File: src/rtl/zqo_defines.vh
// Constants for the ZQ calibration and on-die termination block
`ifndef ZQO_DEFINES_VH
`define ZQO_DEFINES_VH

// Register bus shape
`define ZQO_AW 8
`define ZQO_DW 32

// Register byte addresses
`define ZQO_ADDR_CFG 8'h00
`define ZQO_ADDR_ZQINIT 8'h04
`define ZQO_ADDR_ZQOPER 8'h08
`define ZQO_ADDR_ZQCS 8'h0C
`define ZQO_ADDR_STATUS 8'h10
`define ZQO_ADDR_CODES 8'h14

// Configuration fields: mode register image
`define ZQO_CFG_RTT_NOM_LSB 0
`define ZQO_CFG_RTT_WR_LSB 3
`define ZQO_CFG_CWL_LSB 5
`define ZQO_CFG_AL_LSB 9
`define ZQO_CFG_DLL_ON_BIT 13
`define ZQO_CFG_PD_DLL_BIT 14
`define ZQO_CFG_W 15

// Configuration reset values
`define ZQO_RST_RTT_NOM 3'h0
`define ZQO_RST_RTT_WR 2'h0
`define ZQO_RST_CWL 4'h5
`define ZQO_RST_AL 4'h0
`define ZQO_RST_DLL_ON 1'h1
`define ZQO_RST_PD_DLL 1'h0

// Calibration windows in CK cycles
`define ZQO_CNT_W 16
`define ZQO_RST_ZQINIT 16'h0200
`define ZQO_RST_ZQOPER 16'h0100
`define ZQO_RST_ZQCS 16'h0040

// Impedance code width and its value out of reset
`define ZQO_CODE_W 6
`define ZQO_RST_CODE 6'h20

// Termination latency pipeline depth (covers CWL + AL up to 33)
`define ZQO_PIPE_W 32

`endif

File: src/rtl/zqo_core.v
// ZQ calibration command handling and synchronous on-die termination control
`timescale 1ns/1ps
`default_nettype none
`include "zqo_defines.vh"

// Contract
// - ZQCL starts long calibration, any time; code takes it only when idle, CKE high and outside self-refresh
// - Finished calibration updates driver and termination codes
// - First ZQCL gets tZQinit, later tZQoper
// - ZQCS finishes within tZQCS, steps each cycle
// - ZQ current path off once calibrated
// - No calibration after self-refresh exit unless commanded
// - Self-refresh forces termination off, pin ignored
// - Termination enabled only by nonzero RTT bits
// - ODT low off; high on unless disabled
// - No read or write decode decides termination; refresh decode turns it off only through self-refresh
// - Synchronous mode whenever DLL on and locked
// - Termination follows ODT after WL minus two
// - Latency equals CWL plus AL minus two
module zqo_core (
  // Clock, reset, enable
  input wire sys_clk,
  input wire rst_b,
  input wire clk_en,
  // Device pins from the memory controller
  input wire ck,
  input wire cke,
  input wire cs_b,
  input wire ras_b,
  input wire cas_b,
  input wire we_b,
  input wire addr10,
  input wire odt,
  // Analog comparator on the ZQ reference leg
  input wire zq_cmp,
  // Register port
  input wire [`ZQO_AW-1:0] reg_addr,
  input wire [`ZQO_DW-1:0] reg_wdata,
  input wire reg_wr,
  input wire reg_rd,
  output reg [`ZQO_DW-1:0] reg_rdata,
  // Impedance and termination controls to the IO ring
  output reg term_on,
  output reg [2:0] rtt_sel,
  output reg [`ZQO_CODE_W-1:0] ron_code,
  output reg [`ZQO_CODE_W-1:0] rtt_code,
  output reg zq_path_en,
  output reg zq_busy
);

  // Calibration states
  localparam CAL_IDLE = 2'b00;
  localparam CAL_LONG = 2'b01;
  localparam CAL_SHORT = 2'b10;

  // Pin bundle positions inside the synchroniser
  localparam PIN_W = 9;

  reg [PIN_W-1:0] pin_s1;
  reg [PIN_W-1:0] pin_s2;
  reg ck_last;
  reg [`ZQO_CFG_W-1:0] cfg;
  reg [`ZQO_CNT_W-1:0] win_init;
  reg [`ZQO_CNT_W-1:0] win_oper;
  reg [`ZQO_CNT_W-1:0] win_short;
  reg [1:0] cal_st;
  reg [1:0] next_cal_st;
  reg [`ZQO_CNT_W-1:0] cal_cnt;
  reg [`ZQO_CNT_W-1:0] next_cal_cnt;
  reg first_done;
  reg [`ZQO_CODE_W-1:0] work_code;
  reg self_ref;
  reg cke_prev;
  reg [`ZQO_PIPE_W-1:0] odt_pipe;

  wire ck_s;
  wire cke_s;
  wire cs_s;
  wire ras_s;
  wire cas_s;
  wire we_s;
  wire a10_s;
  wire odt_s;
  wire cmp_s;
  wire ck_rise;
  wire cmd_zq;
  wire cmd_ref;
  wire zq_long;
  wire zq_short;
  wire done;
  wire [2:0] rtt_nom;
  wire [1:0] rtt_wr;
  wire [3:0] cwl;
  wire [3:0] al;
  wire dll_on;
  wire pd_dll;
  wire odt_enable;
  wire sync_mode;
  wire [4:0] odt_lat;
  wire next_term;

  // CK is sampled as a plain level, so the system clock must run several
  // times faster than CK; pins must settle well before each CK rise.
  // Two-flop synchroniser on every pin; only stage two is read
  always @(posedge sys_clk or negedge rst_b) begin
    if (!rst_b) begin
      pin_s1 <= {PIN_W{1'b0}};
      pin_s2 <= {PIN_W{1'b0}};
      ck_last <= 1'b0;
    end else if (clk_en) begin
      pin_s1 <= {zq_cmp, odt, addr10, we_b, cas_b, ras_b, cs_b, cke, ck};
      pin_s2 <= pin_s1;
      ck_last <= pin_s2[0];
    end
  end

  assign ck_s = pin_s2[0];
  assign cke_s = pin_s2[1];
  assign cs_s = pin_s2[2];
  assign ras_s = pin_s2[3];
  assign cas_s = pin_s2[4];
  assign we_s = pin_s2[5];
  assign a10_s = pin_s2[6];
  assign odt_s = pin_s2[7];
  assign cmp_s = pin_s2[8];

  // Rising CK edge seen by the system clock; pins are registered here
  assign ck_rise = ck_s & ~ck_last;

  // Command decode; only ZQ and refresh matter to this block
  assign cmd_zq = ~cs_s & ras_s & cas_s & ~we_s;
  assign cmd_ref = ~cs_s & ~ras_s & ~cas_s & we_s;
  assign zq_long = ck_rise & cmd_zq & a10_s & cke_s & ~self_ref;
  assign zq_short = ck_rise & cmd_zq & ~a10_s & cke_s & ~self_ref;

  // Mode register image fields
  assign rtt_nom = cfg[`ZQO_CFG_RTT_NOM_LSB +: 3];
  assign rtt_wr = cfg[`ZQO_CFG_RTT_WR_LSB +: 2];
  assign cwl = cfg[`ZQO_CFG_CWL_LSB +: 4];
  assign al = cfg[`ZQO_CFG_AL_LSB +: 4];
  assign dll_on = cfg[`ZQO_CFG_DLL_ON_BIT];
  assign pd_dll = cfg[`ZQO_CFG_PD_DLL_BIT];

  // Any nonzero RTT bit enables termination
  assign odt_enable = (|rtt_nom) | (|rtt_wr);

  // DLL locked: CKE high, or power-down with DLL kept on
  assign sync_mode = dll_on & ~self_ref & (cke_s | pd_dll);

  // Software keeps CWL + AL within 3..33; below two the stage index wraps.
  // Latency CWL + AL - 2; CWL is not checked, so a sum below two wraps
  assign odt_lat = ({1'b0, cwl} + {1'b0, al}) - 5'h02;

  // Writes take effect on the next cycle with no shadow copy, so a mode
  // change lands at once even while termination is switched on.
  // Register writes; the mode image steers termination and latency
  always @(posedge sys_clk or negedge rst_b) begin
    if (!rst_b) begin
      cfg <= {`ZQO_RST_PD_DLL, `ZQO_RST_DLL_ON, `ZQO_RST_AL, `ZQO_RST_CWL,
              `ZQO_RST_RTT_WR, `ZQO_RST_RTT_NOM};
      win_init <= `ZQO_RST_ZQINIT;
      win_oper <= `ZQO_RST_ZQOPER;
      win_short <= `ZQO_RST_ZQCS;
    end else if (clk_en && reg_wr) begin
      case (reg_addr)
        `ZQO_ADDR_CFG: cfg <= reg_wdata[`ZQO_CFG_W-1:0];
        `ZQO_ADDR_ZQINIT: win_init <= reg_wdata[`ZQO_CNT_W-1:0];
        `ZQO_ADDR_ZQOPER: win_oper <= reg_wdata[`ZQO_CNT_W-1:0];
        `ZQO_ADDR_ZQCS: win_short <= reg_wdata[`ZQO_CNT_W-1:0];
        default: ;
      endcase
    end
  end

  // Read data stand one cycle after the strobe; unmapped reads give zero
  always @(posedge sys_clk or negedge rst_b) begin
    if (!rst_b) begin
      reg_rdata <= {`ZQO_DW{1'b0}};
    end else if (clk_en) begin
      if (reg_rd) begin
        case (reg_addr)
          `ZQO_ADDR_CFG: reg_rdata <= {{(`ZQO_DW-`ZQO_CFG_W){1'b0}}, cfg};
          `ZQO_ADDR_ZQINIT: reg_rdata <= {{(`ZQO_DW-`ZQO_CNT_W){1'b0}}, win_init};
          `ZQO_ADDR_ZQOPER: reg_rdata <= {{(`ZQO_DW-`ZQO_CNT_W){1'b0}}, win_oper};
          `ZQO_ADDR_ZQCS: reg_rdata <= {{(`ZQO_DW-`ZQO_CNT_W){1'b0}}, win_short};
          `ZQO_ADDR_STATUS: reg_rdata <= {24'h000000, cal_st, sync_mode, zq_path_en,
                                           self_ref, term_on, first_done, zq_busy};
          `ZQO_ADDR_CODES: reg_rdata <= {8'h00, 2'h0, work_code, 2'h0, rtt_code,
                                          2'h0, ron_code};
          default: reg_rdata <= {`ZQO_DW{1'b0}};
        endcase
      end else begin
        reg_rdata <= {`ZQO_DW{1'b0}};
      end
    end
  end

  // A count of zero behaves as one, so a cleared window still ends cleanly
  // after a single CK edge instead of wrapping to a very long wait.
  // Calibration window ends on the CK edge where the count reaches one
  assign done = ck_rise & (cal_st != CAL_IDLE) & (cal_cnt <= 16'h0001);

  // Calibration sequencer: picks the window, counts it down in CK cycles
  always @* begin
    next_cal_st = cal_st;
    next_cal_cnt = cal_cnt;
    case (cal_st)
      CAL_IDLE: begin
        if (zq_long) begin
          next_cal_st = CAL_LONG;
          // First long command after reset gets the init window
          next_cal_cnt = first_done ? win_oper : win_init;
        end else if (zq_short) begin
          next_cal_st = CAL_SHORT;
          next_cal_cnt = win_short;
        end
      end
      CAL_LONG, CAL_SHORT: begin
        if (done) begin
          next_cal_st = CAL_IDLE;
          next_cal_cnt = {`ZQO_CNT_W{1'b0}};
        end else if (ck_rise) begin
          next_cal_cnt = cal_cnt - 16'h0001;
        end
      end
      default: begin
        next_cal_st = CAL_IDLE;
        next_cal_cnt = {`ZQO_CNT_W{1'b0}};
      end
    endcase
  end

  // Dropping rather than queueing a mid-window command keeps the sequencer
  // small; a controller that honours the quiet time never loses one.
  // Sequencer state; commands arriving mid-window are ignored, the channel is quiet
  always @(posedge sys_clk or negedge rst_b) begin
    if (!rst_b) begin
      cal_st <= CAL_IDLE;
      cal_cnt <= {`ZQO_CNT_W{1'b0}};
      first_done <= 1'b0;
      zq_busy <= 1'b0;
      zq_path_en <= 1'b0;
    end else if (clk_en) begin
      cal_st <= next_cal_st;
      cal_cnt <= next_cal_cnt;
      zq_busy <= (next_cal_st != CAL_IDLE);
      // Reference current flows only while calibrating
      zq_path_en <= (next_cal_st != CAL_IDLE);
      if (done && cal_st == CAL_LONG) begin
        first_done <= 1'b1;
      end
    end
  end

  // Calibration engine: one code step per CK edge toward the comparator.
  // A single step per cycle keeps a short command within its correction bound.
  always @(posedge sys_clk or negedge rst_b) begin
    if (!rst_b) begin
      work_code <= `ZQO_RST_CODE;
      ron_code <= `ZQO_RST_CODE;
      rtt_code <= `ZQO_RST_CODE;
    end else if (clk_en) begin
      // Step the code each CK while a window runs
      if (ck_rise && cal_st != CAL_IDLE && !done) begin
        if (cmp_s && work_code != {`ZQO_CODE_W{1'b1}}) begin
          work_code <= work_code + 6'h01;
        end else if (!cmp_s && work_code != {`ZQO_CODE_W{1'b0}}) begin
          work_code <= work_code - 6'h01;
        end
      end
      // Transfer the result to the driver and termination legs
      if (done) begin
        ron_code <= work_code;
        rtt_code <= work_code;
      end
    end
  end

  // Power-down entered with a deselect never sets this flag; only a refresh
  // registered while CKE falls does.
  // Self-refresh tracking: entered by refresh with CKE low, left when CKE rises
  always @(posedge sys_clk or negedge rst_b) begin
    if (!rst_b) begin
      self_ref <= 1'b0;
      cke_prev <= 1'b1;
    end else if (clk_en && ck_rise) begin
      cke_prev <= cke_s;
      if (!self_ref && cmd_ref && cke_prev && !cke_s) begin
        self_ref <= 1'b1;
      end else if (self_ref && cke_s) begin
        // Exit starts no calibration by itself
        self_ref <= 1'b0;
      end
    end
  end

  // The pipeline is deeper than any legal latency so an old pulse ages out;
  // changing the latency while ODT is high may shorten or stretch a pulse.
  // ODT latency pipeline, one stage per CK edge.
  // Only the pin level is fed in; read and write decode plays no part.
  always @(posedge sys_clk or negedge rst_b) begin
    if (!rst_b) begin
      odt_pipe <= {`ZQO_PIPE_W{1'b0}};
    end else if (clk_en && ck_rise) begin
      // Pin ignored in self-refresh and outside synchronous mode
      odt_pipe <= {odt_pipe[`ZQO_PIPE_W-2:0], odt_s & sync_mode};
    end
  end

  // Stage index odt_lat holds ODT sampled that many CK edges earlier
  // High pin turns termination on only when enabled by the mode bits
  assign next_term = odt_pipe[odt_lat] & odt_enable & ~self_ref;

  // Registered so the IO ring sees one clean level, at the cost of one
  // system clock after the detected CK edge.
  // Termination switch and selected nominal value
  always @(posedge sys_clk or negedge rst_b) begin
    if (!rst_b) begin
      term_on <= 1'b0;
      rtt_sel <= 3'h0;
    end else if (clk_en) begin
      term_on <= next_term;
      rtt_sel <= rtt_nom;
    end
  end

endmodule // zqo_core

`default_nettype wire

File: config.mk
export PLATFORM = sky130hd
export DESIGN_NAME = zqo_core
export DESIGN_NICKNAME = d
export VERILOG_FILES = /design/src/rtl/zqo_core.v
export VERILOG_INCLUDE_DIRS = /design/src /design/src/rtl
export SDC_FILE = /design/constraint.sdc
export NUM_CORES = 1
export LEC_CHECK = 0
export ABC_AREA = 1
export CAP_MARGIN = 25
export CORE_MARGIN = 3
export CORE_UTILIZATION = 50
export DETAILED_ROUTE_END_ITERATION = 12
export DONT_BUFFER_PORTS = 1
export PLACE_DENSITY = 0.66
export SLEW_MARGIN = 5
export SYNTH_ARGS = -nofsm -noshare
export SYNTH_HDL_FRONTEND = slang
export SYNTH_SLANG_ARGS = --single-unit
File: constraint.sdc
create_clock -name sys_clk -period 3.9 [get_ports sys_clk]
set_input_delay 0.39 -clock sys_clk [delete_from_list [all_inputs] [get_ports sys_clk]]
set_output_delay 0.39 -clock sys_clk [all_outputs]
set_load 0.01 [all_outputs]
==> flow_summary.ini <==
[final_layout]
syn2layout_area_growth_pct = 6.21
fill_cells = 1723
fin_util_pct = 54.5
layout-drive-gt1-share_pct = 5.87
n_antenna_cell = 0
layout.nets = 1286

[critical_path]
critPathMaxFanout = 5
cp-start-kind = flip-flop
endpoint_kind = flip-flop
worstSetupPathType = reg2reg
required_ns = 4.22
cp.arrival_ns = 2.71

[yosys]
synthArstFlopShare_pct = 100
syn_area_sq_um = 9290
synthDistinctLibCells = 39
ys_ff_latch = 174
yosysWarnings = 0
synth_ff_type = dfrtp_1
avgSynthCellArea_sq_um = 7.45
ys_seq_area_share_pct = 47.0
synth_cells = 1247
synth-edff-count = 0

[sta]
slew_viol_final = 0
hold_slack_ns = -0.347
fmax_ghz = 0.419
hold_viol = 169
worst_pin_slew_ns = 0.982
rsz0062_at_grt = false
setup_viol = 0
setup_tns_ns = 0
max_slew_margin_pct = 34.4
finClkSkew_ns = 0.0165
post-route-min-period_ns = 2.39
period_share_pct = 61.2
timing.final.ws_setup_ns = 1.51

[status]
status = finished with violations
violations = negative hold slack

[placement]
pre_cts_ws_ns = 1.19
hpwl_microns = 16600
io_buffer_count = 0
gp_congestion = 0.900

[clock_tree]
clock_latency_ns = 0.44
clock_sinks = 174
cts_tree = yes
clk_pin_slew_ns = 0.07
clockBufferDepth = 2
cts.htree.levels = 4
cts_root_buf = clkbuf_16
cts_buffers = 17

[die]
fp.dieH_microns = 142
die_w_microns = 142
num_rows = 49
core_area_sq_um = 18100
die-area_sq_um = 20200
ios = 104
initial_core_util_pct = 51.4

[route]
vias = 7776
wirelength_microns = 23800
ant_nets = 0
viasPerCell = 5.34
first_iter_violations = 642
routedWlPerCell_microns = 16.4
firstDrtPassIters = 6
drc = 0

[pwr]
ir_worst_vdd_mv = 0.372
p_per_area_nw_per_um2 = 561
power_leakage_nw = 5.08

[global_routing]
grt_pass1_vias = 7263
grt_overflow = 0
grt_max_degree = 175
grt_use_total_pct = 24.2
antenna_found_initial = 0
grt_pass1_wl_microns = 38700

[flow_run]
maxCapViolCount = 0

[hold_path]
hold_path_class = in2async
## state kept, by name, indices dropped and copies added, names as in the netlist, 2 cells and up
| name | count |
|---|---|
| odt_pipe | 32 |
| reg_rdata | 22 |
| cal_cnt | 16 |
| win_init | 16 |
| win_oper | 16 |
| win_short | 16 |
| cfg | 15 |
| pin_s1 | 9 |
| pin_s2 | 9 |
| rtt_code | 6 |
| work_code | 6 |
| rtt_sel | 3 |
| cal_st | 2 |
## layer usage
metal | vias to the layer above | part of all wire [%] | global-route usage (%)
met5 | - | 0 | 0
met4 | 0 | 2.2 | 7.35
met3 | 33 | 6.6 | 4.64
met2 | 260 | 48 | 38.7
met1 | 3616 | 44 | 33.7
li1 | 3867 | - | -
## cell usage in the layout (no fill, tap or decap), drive strengths merged, types with 7 or more instances in the layout
cell,count
clkbuf,19
nor2,53
dfstp,9
inv,130
dfrtp,165
ha,16
nand3,103
conb,10
o21ai,141
xor2,7
a21oi,14
nand2,503
nor3,8
o211ai,10
## critical path, stage by stage (launching register included)
cell     delay (ns)
dfrtp_1        0.39
inv_1          0.06
ha_1           0.28
inv_1          0.07
ha_1           0.16
inv_1          0.06
fa_1           0.63
inv_1          0.15
nand3_1        0.12
nand3_1        0.08
nand2_1        0.07
nand2_1        0.05
nand3_1        0.10
nand2_1        0.05
## logic make-up after synthesis
family	share of synthesized area (%)
other cells	0.0404
fa+ha+maj	2.59
buf+inv	8.81
simple gates	30.4
compound gates	9.71
flops	47.0
mux	0.216
xor+xnor	1.23
## what timing repair did
action / CTS / global route
endpoints found under the hold margin: 174 / 174
gates resized for setup: 0 / 0
buffers inserted: 0 / 0
## cell usage after synthesis, types with 5 or more instances
cell	n	area [sq um]
a21oi_1	14	70.1
buf_2	21	105
buf_4	19	143
clkbuf_1	23	86.3
dfrtp_1	165	4130
dfstp_2	9	236
ha_1	16	200
inv_1	116	435
inv_2	6	22.5
nand2_1	500	1880
nand3_1	97	485
nand3_2	6	60.1
nor2_1	47	176
nor2_4	5	56.3
o211ai_1	10	75.1
o21ai_0	102	510
o21ai_1	39	195
xnor2_1	6	52.6
xor2_1	7	61.3
## power breakdown
group          internal [mW]  switching [mW]  leakage [nW]
Combinational          0.558            1.01          2.49
Clock                  0.862           0.787         0.279
Sequential              2.04           0.283          2.32
## path summary, 6_finish.rpt
kind / start / depth (start not counted) / endpoint / slack [ns]
max in group asynchronous: rst_b / 0 / win_oper[8]$_DFFE_PN1P_ / 3.87
max reg2reg: cfg[6]$_DFFE_PN0P_ / 13 / term_on$_DFFE_PN0P_ / 1.51
max: cfg[6]$_DFFE_PN0P_ / 13 / term_on$_DFFE_PN0P_ / 1.51
min: rst_b / 0 / odt_pipe[21]$_DFFE_PN0P_ / -0.35
min reg2reg: pin_s1[2]$_DFFE_PN0P_ / 2 / pin_s1[2]$_DFFE_PN0P_ / 0.47
min in group sys_clk: clk_en / 1 / cal_st[0]$_DFFE_PN0P_ / 0.05
## area by class of cell
| type | count | area [sq um] | area share (%) |
|---|---|---|---|
| multi-input cells | 892 | 4140 | 42.0 |
| clock inverters | 13 | 125 | 1.27 |
| inverters | 123 | 462 | 4.68 |
| well taps | 229 | 287 | 2.90 |
| clock buffers | 19 | 443 | 4.49 |
| flip-flops and latches | 174 | 4370 | 44.2 |
| repair buffers | 6 | 45.0 | 0.457 |
## through the flow
stage               power [mW]  cells  instance area (sq um)
floorplan                 3.60   1256                   9320
global placement          3.88   1424                   9300
detailed placement        3.90   1424                   9300
CTS                       5.56   1456                   9870
global route              5.91   1456                   9870
finish                    5.53   1456                   9870
Power figures use the tool's default switching activity.
